[config.mk]
export PLATFORM = sky130hd
export DESIGN_NAME = cfs_skip_unit
export DESIGN_NICKNAME = d
export VERILOG_FILES = /design/src/rtl/cfs_pkg.sv /design/src/rtl/cfs_skip_unit.sv
export VERILOG_INCLUDE_DIRS = /design/src /design/src/rtl
export SDC_FILE = /design/constraint.sdc
export NUM_CORES = 1
export LEC_CHECK = 0
export ABC_AREA = 1
export BUFFER_PORTS_ARGS = -buffer_cell sky130_fd_sc_hd__buf_4
export CORE_MARGIN = 4
export CORE_UTILIZATION = 47
export CTS_CLUSTER_SIZE = 10
export DETAILED_ROUTE_END_ITERATION = 16
export GPL_TIMING_DRIVEN = 0
export PLACE_DENSITY_LB_ADDON = 0.1
export REMOVE_ABC_BUFFERS = 1
export SETUP_SLACK_MARGIN = 0.15
export SYNTH_ARGS = -nofsm -noshare
export SYNTH_HDL_FRONTEND = slang
export SYNTH_SLANG_ARGS = --single-unit
[constraint.sdc]
create_clock -name clock_in -period 3.6 [get_ports clock_in]
set_input_delay 0.36 -clock clock_in [delete_from_list [all_inputs] [get_ports clock_in]]
set_output_delay 0.36 -clock clock_in [all_outputs]
set_load 0.01 [all_outputs]
[src/rtl/cfs_cfg.svh]
// Opcode values, field positions and widths for the compare and flag skip unit
`ifndef CFS_CFG_SVH
`define CFS_CFG_SVH

`define CFS_WORD_W      10
`define CFS_NIB_W       4
`define CFS_CTRL_W      4
`define CFS_OP_IMM      10'h025
`define CFS_OP_IMM_HI   6'h07
`define CFS_OP_MEM      10'h026
`define CFS_OP_EXT0     10'h038
`define CFS_OP_EXT1     10'h039
`define CFS_EN0_BIT     0
`define CFS_EN1_BIT     1
`define CFS_IMM_LSB     0
`define CFS_IMM_MSB     3

`endif

[src/rtl/cfs_pkg.sv]
// Types shared by the compare and flag skip unit
`default_nettype none
`include "cfs_cfg.svh"

package cfs_pkg;

    typedef enum logic [1:0] {
        CFS_FETCH,
        CFS_IMM_WAIT,
        CFS_DROP_IMM
    } cfs_state_t;

    typedef struct packed {
        logic                    valid;
        logic [`CFS_WORD_W-1:0]  word;
    } cfs_fetch_t;

    typedef struct packed {
        logic [`CFS_NIB_W-1:0]   acc;
        logic [`CFS_NIB_W-1:0]   mem;
    } cfs_operands_t;

    typedef struct packed {
        logic                    ext0_request_flag;
        logic                    ext1_request_flag;
    } cfs_req_flags_t;

    typedef struct packed {
        logic                    ext0_clear;
        logic                    ext1_clear;
    } cfs_flag_clear_t;

endpackage : cfs_pkg
`default_nettype wire

[src/rtl/cfs_skip_unit.sv]
// Decode and execute of the compare and interrupt flag skip instructions
// What this block does
// RULE1 - Immediate compare is two words, two cycles; second word low nibble is immediate
// RULE2 - Immediate compare skips next instruction when accumulator equals immediate 0..15
// RULE3 - Memory compare is one word; skips when accumulator equals addressed memory nibble
// RULE4 - Memory compare with unequal operands lets next instruction execute
// RULE5 - External-0 test skips when its request flag is set and enable is clear
// RULE6 - External-0 test clears its flag after skipping; flag untouched otherwise
// RULE7 - External-0 enable is control bit 0; when set, the test is a no-operation
// RULE8 - External-1 test skips when its request flag is set and enable is clear
// RULE9 - External-1 test clears its flag after skipping; flag untouched otherwise
// RULE10 - External-1 enable is control bit 1; when set, the test is a no-operation
// RULE11 - No carry or accumulator change; skipped instruction is fetched, not executed
`timescale 1ns/10ps
`default_nettype none
`include "cfs_cfg.svh"

module cfs_skip_unit #(
    parameter int WORD_W = `CFS_WORD_W,
    parameter int NIB_W  = `CFS_NIB_W
) (
    input  wire logic                       clock_in,
    input  wire logic                       nrst_in,
    input  wire logic                       ce_in,
    input  wire cfs_pkg::cfs_fetch_t        fetch_in,
    input  wire cfs_pkg::cfs_operands_t     operands_in,
    input  wire logic [`CFS_CTRL_W-1:0]     irq_control_one_in,
    input  wire cfs_pkg::cfs_req_flags_t    flags_in,
    output logic                            execute_out,
    output logic                            discard_out,
    output logic                            skip_pending_out,
    output logic                            imm_wait_out,
    output var cfs_pkg::cfs_flag_clear_t    flag_clear_out,
    output logic                            acc_write_out,
    output logic                            carry_write_out
);
    import cfs_pkg::*;

    // Opcodes are fixed ten-bit codes, so no other word or data width can decode them
    if (WORD_W != `CFS_WORD_W || NIB_W != `CFS_NIB_W) begin : g_bad_widths
        $error("cfs_skip_unit: opcode constants only serve 10-bit words and 4-bit data");
    end

    function automatic logic op_is(input logic [`CFS_WORD_W-1:0] word,
                                   input logic [`CFS_WORD_W-1:0] code);
        op_is = (word == code);
    endfunction : op_is

    cfs_state_t               state_q;
    cfs_state_t               state_d;
    logic                     skip_q;
    logic                     skip_d;
    cfs_flag_clear_t          clear_q;
    cfs_flag_clear_t          clear_d;

    wire logic                take      = ce_in & fetch_in.valid;
    wire logic [NIB_W-1:0]    imm_val   = fetch_in.word[`CFS_IMM_MSB:`CFS_IMM_LSB];
    wire logic                en0       = irq_control_one_in[`CFS_EN0_BIT];   // [RULE7]
    wire logic                en1       = irq_control_one_in[`CFS_EN1_BIT];   // [RULE10]
    wire logic                in_fetch  = (state_q == CFS_FETCH);
    // A word met while a skip is pending is fetched but not executed
    wire logic                drop_word = (in_fetch & skip_q) | (state_q == CFS_DROP_IMM);
    wire logic                exec_word = in_fetch & ~skip_q;

    wire logic                dec_imm   = op_is(fetch_in.word, `CFS_OP_IMM);
    wire logic                dec_mem   = op_is(fetch_in.word, `CFS_OP_MEM);
    wire logic                dec_ext0  = op_is(fetch_in.word, `CFS_OP_EXT0);
    wire logic                dec_ext1  = op_is(fetch_in.word, `CFS_OP_EXT1);

    wire logic                imm_hit   = (operands_in.acc == imm_val);          // [RULE2]
    wire logic                mem_hit   = (operands_in.acc == operands_in.mem);  // [RULE3] [RULE4]
    // Enable set turns the flag tests into no-operations
    wire logic                ext0_hit  = ~en0 & flags_in.ext0_request_flag;     // [RULE5] [RULE7]
    wire logic                ext1_hit  = ~en1 & flags_in.ext1_request_flag;     // [RULE8] [RULE10]

    assign execute_out      = fetch_in.valid & exec_word;
    assign discard_out      = fetch_in.valid & drop_word;                        // [RULE11]
    assign skip_pending_out = skip_q;
    assign imm_wait_out     = (state_q == CFS_IMM_WAIT);
    assign flag_clear_out   = clear_q;
    // These instructions only compare; result lands in skip, never in accumulator or carry
    assign acc_write_out    = 1'b0;                                              // [RULE11]
    assign carry_write_out  = 1'b0;                                              // [RULE11]

    always_comb begin
        state_d = state_q;
        skip_d  = skip_q;
        clear_d = '0;
        if (take) begin
            unique case (state_q)
                CFS_FETCH: begin
                    skip_d = 1'b0;
                    if (skip_q) begin
                        // Skipping a two-word compare must also drop its immediate word
                        if (dec_imm) begin
                            state_d = CFS_DROP_IMM;                              // [RULE11]
                        end
                    end else if (dec_imm) begin
                        state_d = CFS_IMM_WAIT;                                  // [RULE1]
                    end else if (dec_mem) begin
                        skip_d = mem_hit;                                        // [RULE3] [RULE4]
                    end else if (dec_ext0) begin
                        skip_d             = ext0_hit;                           // [RULE5]
                        clear_d.ext0_clear = ext0_hit;                           // [RULE6]
                    end else if (dec_ext1) begin
                        skip_d             = ext1_hit;                           // [RULE8]
                        clear_d.ext1_clear = ext1_hit;                           // [RULE9]
                    end
                end
                CFS_IMM_WAIT: begin
                    skip_d  = imm_hit;                                           // [RULE1] [RULE2]
                    state_d = CFS_FETCH;
                end
                CFS_DROP_IMM: begin
                    skip_d  = 1'b0;
                    state_d = CFS_FETCH;
                end
            endcase
        end else if (ce_in) begin
            clear_d = '0;
        end else begin
            clear_d = clear_q;
        end
    end

    // Clock enable low holds every flop, including the clear pulses
    always_ff @(posedge clock_in) begin
        if (!nrst_in) begin
            state_q <= CFS_FETCH;
            skip_q  <= 1'b0;
            clear_q <= '0;
        end else if (ce_in) begin
            state_q <= state_d;
            skip_q  <= skip_d;
            clear_q <= clear_d;
        end
    end
endmodule : cfs_skip_unit
`default_nettype wire

# After elaboration in Yosys (flattened, before gate mapping)
# Index checks and enable logic that the tools add are counted.
# totals
inputBits	28
elab_cells	45
reg_bits	5
output_inout_bits	8
# op_classes
n_bitwise	11
n_reduce_logical	4
muxes	17
n_eq_ne	9
# op_table
cell	count
$eq 10x6->1 const B	4
$mux 2	8
$eq 4x4->1	2
$and 1x1->1	7
$mux 1	7
$pmux 2 s2	1
$not 1->1	3
$pmux 1 s3	1
$reduce_and 3->1	1
$eq 2x1->1 const B	1
$eq 2x2->1 const B	1
$logic_not 2->1	1
$ne 2x1->1 const B	1
$reduce_and 2->1	1
$reduce_or 2->1	1
$or 1x1->1	1

# Longest topological paths before layout
# Gate-level depths: netlist of run 1.
# logic_depth
depth_word	9
ltp_mapped	8

# Worst setup path before layout of run 1
# No wires, ideal clock.
# synth_path
path_type	reg-to-output
startpoint	reg state_q[0]
endpoint	out execute_out
n_path_buf	0
slack_ns	2.280
arrival_time_ns	0.960
stages_incl_launch_ff	5
t_required_ns	3.240
path_cell_list	dfxtp_1 inv_1 ha_1 inv_1 nor3_1
# synth_via
elab_chain_len	3
# synth_rtl
element	line	rtl
start, declared	cfs_skip_unit.sv:49	cfs_state_t state_q;
start signal, assigned	cfs_skip_unit.sv:133	state_q <= state_d;
$logic_not 2->1	cfs_skip_unit.sv:60	wire logic in_fetch = (state_q == CFS_FETCH);
$and 1x1->1	cfs_skip_unit.sv:63	wire logic exec_word = in_fetch & ~skip_q;
$and 1x1->1	cfs_skip_unit.sv:76	assign execute_out = fetch_in.valid & exec_word;
end, declared	cfs_skip_unit.sv:29	output logic execute_out,
# No other way between the ends.

# Worst setup path after layout of run 1
# Same ends and word-level chain as after synthesis.

==> results.txt, run 1 <==
postcts setup bufs = 0
crit-path max FO = 3
core area = 1334 sq um
Seq pwr share = 31.8%
Critical Path End Type = primary output
CTS Buf Count = 3
Post-synth top flop = dfxtp_1
Seq/Total Area, Yosys = 14.84%
initial core utilization = 50.56%
CTS root buffer = clkbuf_4
Design Power = 0.1801 mW
Yosys reg bits = 5
# diodes = 0
Cell Pwr Density = 191.4 nW/um^2
RSZ-0062 raised after global routing = false
Layout Skew = 0.2356 ps
Synth Instances = 134
Clock transition at path regs = 40 ps
final WL = 1493 um
internal power = 0.1286 mW
Leakage = 0.5598 nW
Die H = 45.88 um
Slew Limit Fails = 0
Layout fillers = 130
chip width = 45.88 um
GRT overflow = 0
met3 global-route usage = 3.953%
status = finished clean
nets = 200
Comb power frac = 33.0%
top cell type's share of synthesized area = 21.15%
Max rail drop VDD = 0.0002353 V
CP Class = reg2out
fraction of registers with async set/reset = 0%
max-cap violation count = 0
grt peak-use layer = met2
met2 Use GR = 25.27%
P_sw = 0.05158 mW
Ports = 36
first-pass GRT wire length = 2442 um
Final Cycle Share = 45.49%
number of enable flip-flop cells after synthesis = 0
vias in the first global route = 674
IO buf count = 31
CP arrival = 1280 ps
Post-Syn Area = 674.4 sq um
Synth area leaders = nand2_1 (21%), inv_1 (18%), nor2_1 (16%)
area leader, netlist = nand2_1
hold_buf cts = 0
Residual DRC = 0
GRT Overall Usage = 15.21%
Period minus WS final = 1638 ps
Avg Synthesized Cell Area = 5.033 sq um
post-CTS sizing = 0
layout cells sized above 1 = 25.00%
via count = 804
Cell variety after synth = 18
Placer Congestion = 0.8535
# rows = 13
WP data required = 3240 ps
DRT iter0 DRCs = 11
Vias/cell = 4.393
setup TNS = 0 ps
CP Launch Type = register
Ys Warns = 0
Routed Antenna Nets = 0
fmax = 0.6106 GHz
htree depth = 1
CTS max path bufs = 2
Layout area overhead = 39.52%
Clk pwr share = 35.2%
Sw Ratio = 28.63%
Detailed Place HPWL = 1317 um
# setup viols final = 0
Final Hold Fails = 0
die area = 2105 sq um
top-count cell post-synth = nand2_1
worst hold path class = in2reg
clock latency at the later pin of the worst-skew pair = 230 ps
clk sinks = 5
1st-pass router iterations = 4
initial antenna violation count = 0
met1 Usage GRT = 20.09%
TritonCTS clock tree = done
largest net degree at the start of global routing = 8
WL/cell = 8.158 um
Commonest cells post-synth = nand2_1 (38), inv_1 (32), nor2_1 (29), nand3_1 (8), dfxtp_1 (5)
==> per-stage QoR <==
stage	instances	hold WS (ps)	utilization, %	setup WS [ps]	instance area [sq um]
floorplan	133	480.4	-	2280	663.1
global placement	179	496.1	68.57	2224	914.6
detailed placement	179	503.6	68.57	2196	914.6
CTS	183	372.6	70.54	1954	940.9
global route	183	395.4	70.54	1875	940.9
finish	183	374.6	70.54	1962	940.9
==> worst max-delay path: stages (launching register included) <==
cell	delay, ps
dfxtp_1	330
inv_1	80
ha_1	240
inv_1	80
nor3_1	170
buf_4	150
==> power by group through the flow <==
stage / sequential, mW / clock (mW) / combinational (mW)
after floorplan: 0.0583 / 0 / 0.0278
after global placement: 0.0583 / 0 / 0.0584
after detailed placement: 0.0583 / 0 / 0.0596
after CTS: 0.0573 / 0.0647 / 0.0599
after global routing: 0.0574 / 0.0658 / 0.0678
final: 0.0573 / 0.0634 / 0.0594
==> cell type report <==
type                       instances  area [sq um]  area share (%)
timing repair buffer              31         232.7           24.73
multi-input combinational         95         439.2           46.68
sequential                         5         100.1           10.64
tap                               15         18.77           1.995
clock buffer                       4         26.28           2.793
inverter                          33         123.9           13.16
==> routing by layer <==
metal	wire (um)	part of all wire, %
met5	0	0
met4	0	0
met3	133	8.9
met2	672	45
met1	687	46
==> path summary, 6_finish.rpt <==
kind	startpoint	end	slack (ps)	depth (start not counted)
setup / recovery	state_q[0]$_SDFFE_PN0P_	execute_out	1960	5
setup reg to reg	state_q[0]$_SDFFE_PN0P_	skip_pending_out$_SDFFE_PN0P_	2180	6
hold / removal	nrst_in	state_q[1]$_SDFFE_PN0P_	370	3
hold reg to reg	state_q[1]$_SDFFE_PN0P_	state_q[1]$_SDFFE_PN0P_	510	2
==> logic make-up after synthesis <==
| logic type | share of synthesized area [%] |
|---|---|
| buf+inv | 20.59 |
| fa+ha+maj | 5.566 |
| other cells | 0.5561 |
| simple gates | 51.58 |
| flops | 14.84 |
| compound gates | 6.864 |
==> cell usage in the layout, fill, tap and decap left out, types with 3 or more instances in the layout <==
cell	Yosys	layout
inv_1	32	32
buf_4	2	31
a21oi_1	3	3
clkbuf_4	0	3
nand2_1	38	38
nor2_1	29	29
ha_1	3	3
dfxtp_1	5	5
o21ai_0	3	3
nand3_1	8	8
==> state kept, by name, summed over array words and instances, names as in the netlist <==
| register | cells |
|---|---|
| state_q | 2 |
| flag_clear_out | 2 |
| skip_pending_out | 1 |
(Power assumes the default switching activity.)
==> inputs of run 2 (changes only) <==
Settings changed: CORE_ASPECT_RATIO set to 0.75, CORE_UTILIZATION 47 to 39.
Clock period 3.6 ns to 1.4 ns, I/O delays scaled along.
==> run 2 against run 1 <==
Hold slack lost 230 ps; clock power grew to 2.7 times the previous value; via count grew 1.7%; non-clock buffer count grew 3; total power grew to 2.7 times the previous value; critical path type unchanged.
==> results.txt, run 2 (synthesis gave the netlist of run 1 again) <==
status = finished clean
Clock transition at path regs = 50 ps
Residual DRC = 0
WP depth = 5
die area = 2465 sq um
Comb power frac = 33.0%
chip width = 56.02 um
Seq pwr share = 30.8%
Sw Ratio = 30.63%
Routed Antenna Nets = 0
clk sinks = 5
Layout area overhead = 51.21%
Leakage = 0.5804 nW
GRT Overall Usage = 14.48%
multi-input logic area = 485.5 sq um
Hold Slack = 144.4 ps
most frequent cells in the layout = nand2_1 (38), buf_4 (34), inv_1 (30)
crit path capture = discard_out
setup TNS = 0 ps
Layout fillers = 151
crit-path max FO = 3
Period minus WS final = 1263 ps
Detailed Place HPWL = 1434 um
CTS Buf Count = 3
DRT iter0 DRCs = 11
clock latency at the later pin of the worst-skew pair = 240 ps
Final Cycle Share = 90.22%
Setup crit start = state_q[0]$_SDFFE_PN0P_
IO buf count = 31
via count = 818
# diodes = 0
RSZ-0062 raised after global routing = true
final WL = 1690 um
DP Area = 922.1 sq um
worst reg2reg path depth = 6
r2r setup slk = 200 ps
core area = 1562 sq um
Placer Congestion = 0.8091
worst-path cell chain = inv_2 -> ha_4 -> a21oi_2 -> nor2_1 -> buf_4
pre-CTS WS = 4.682 ps
CP Class = reg2out
GRT overflow = 0
Top delay family on crit path = flip-flops
nets = 203
worst hold path class = in2reg
origin of the critical flop-to-flop path = state_q[0]$_SDFFE_PN0P_
Cell Pwr Density = 471.8 nW/um^2
htree depth = 1
1st-pass router iterations = 4
CP Launch Type = register
Final Instance Area = 1020 sq um
Vias/cell = 4.260
CTS root buffer = clkbuf_4
Die H = 44.01 um
CP max-delay cell = dfxtp_2
# setup viols final = 0
max-cap violation count = 0
Ports = 36
FF+latch area = 102.6 sq um
# rows = 12
CP peak stage delay = 340 ps
Clk pwr share = 36.2%
vias in the first global route = 741
CP bufs+invs = 2
TritonCTS clock tree = done
commonest non-fill, non-tap cell in the layout = nand2_1
fmax = 0.7917 GHz
hold_buf cts = 0
internal power = 0.3337 mW
P_sw = 0.1474 mW
CP arrival = 1120 ps
Worst R2R End = skip_pending_out$_SDFFE_PN0P_
first-pass GRT wire length = 2918 um
Layout Skew = 2.971 ps
layout cells sized above 1 = 32.75%
WL/cell = 8.802 um
Final Hold Fails = 0
final worst setup slack = 136.9 ps
Max rail drop VDD = 0.0004940 V
initial antenna violation count = 0
Critical Path End Type = primary output
Slew Limit Fails = 0
CTS max path bufs = 2
largest net degree at the start of global routing = 8
WP data required = 1260 ps
initial core utilization = 43.19%
-- run 2: routing by layer --
metal | track usage [%] | up-vias | wire length, um | part of all wire (%)
met5 | 0 | - | 0 | 0
met4 | 1.422 | 0 | 0 | 0
met3 | 4.373 | 0 | 103 | 6.1
met2 | 25.17 | 22 | 770 | 46
met1 | 18.54 | 338 | 815 | 48
li1 | - | 458 | - | -
-- run 2: final cells by class --
cell class | instances | share of cell area (%)
Inverter | 33 | 12.15
Tap cell | 21 | 2.577
Timing Repair Buffer | 34 | 25.03
Clock buffer | 4 | 2.577
Sequential cell | 5 | 10.06
Multi-Input combinational cell | 95 | 47.61
-- run 2: worst register-to-register path: cells and delay by family (launching register included) --
kind,cells,cell delay (ps)
compound gates,1,120
fa+ha+maj,1,240
simple gates,3,370
flops,1,340
buf+inv,1,60
-- run 2: how the worst min path moves through the flow --
stage | start | endpoint | slack [ps] | cells past startpoint
2_1_floorplan | nrst_in | state_q[1]$_SDFFE_PN0P_ | 260 | 2
3_3_place_gp | nrst_in | state_q[1]$_SDFFE_PN0P_ | 400 | 3
3_5_place_dp | nrst_in | state_q[0]$_SDFFE_PN0P_ | 400 | 3
4_1_cts | nrst_in | state_q[0]$_SDFFE_PN0P_ | 140 | 3
5_1_grt | nrst_in | state_q[1]$_SDFFE_PN0P_ | 150 | 3
6_report | nrst_in | state_q[0]$_SDFFE_PN0P_ | 140 | 3
-- run 2: power groups by stage --
stage / Clock, mW / Sequential, mW / Combinational (mW)
floorplan: 0 / 0.150 / 0.0716
global placement: 0 / 0.150 / 0.152
detailed placement: 0 / 0.150 / 0.155
CTS: 0.177 / 0.148 / 0.158
global route: 0.190 / 0.148 / 0.179
finish: 0.174 / 0.148 / 0.159
-- run 2: metrics by stage --
stage | utilization, % | instances | total power [mW]
floorplan | - | 133 | 0.2216
global placement | 59.05 | 185 | 0.3013
detailed placement | 59.05 | 185 | 0.3050
CTS | 63.38 | 191 | 0.4829
global route | 65.30 | 192 | 0.5168
finish | 65.30 | 192 | 0.4811
-- run 2: repair_timing --
item                                   in CTS  in global routing
pin swaps                                   4                  6
resized for setup                           9                  5
setup endpoints to repair                   6                  6
endpoints found under the hold margin       0                  0
setup buffers                               2                  1
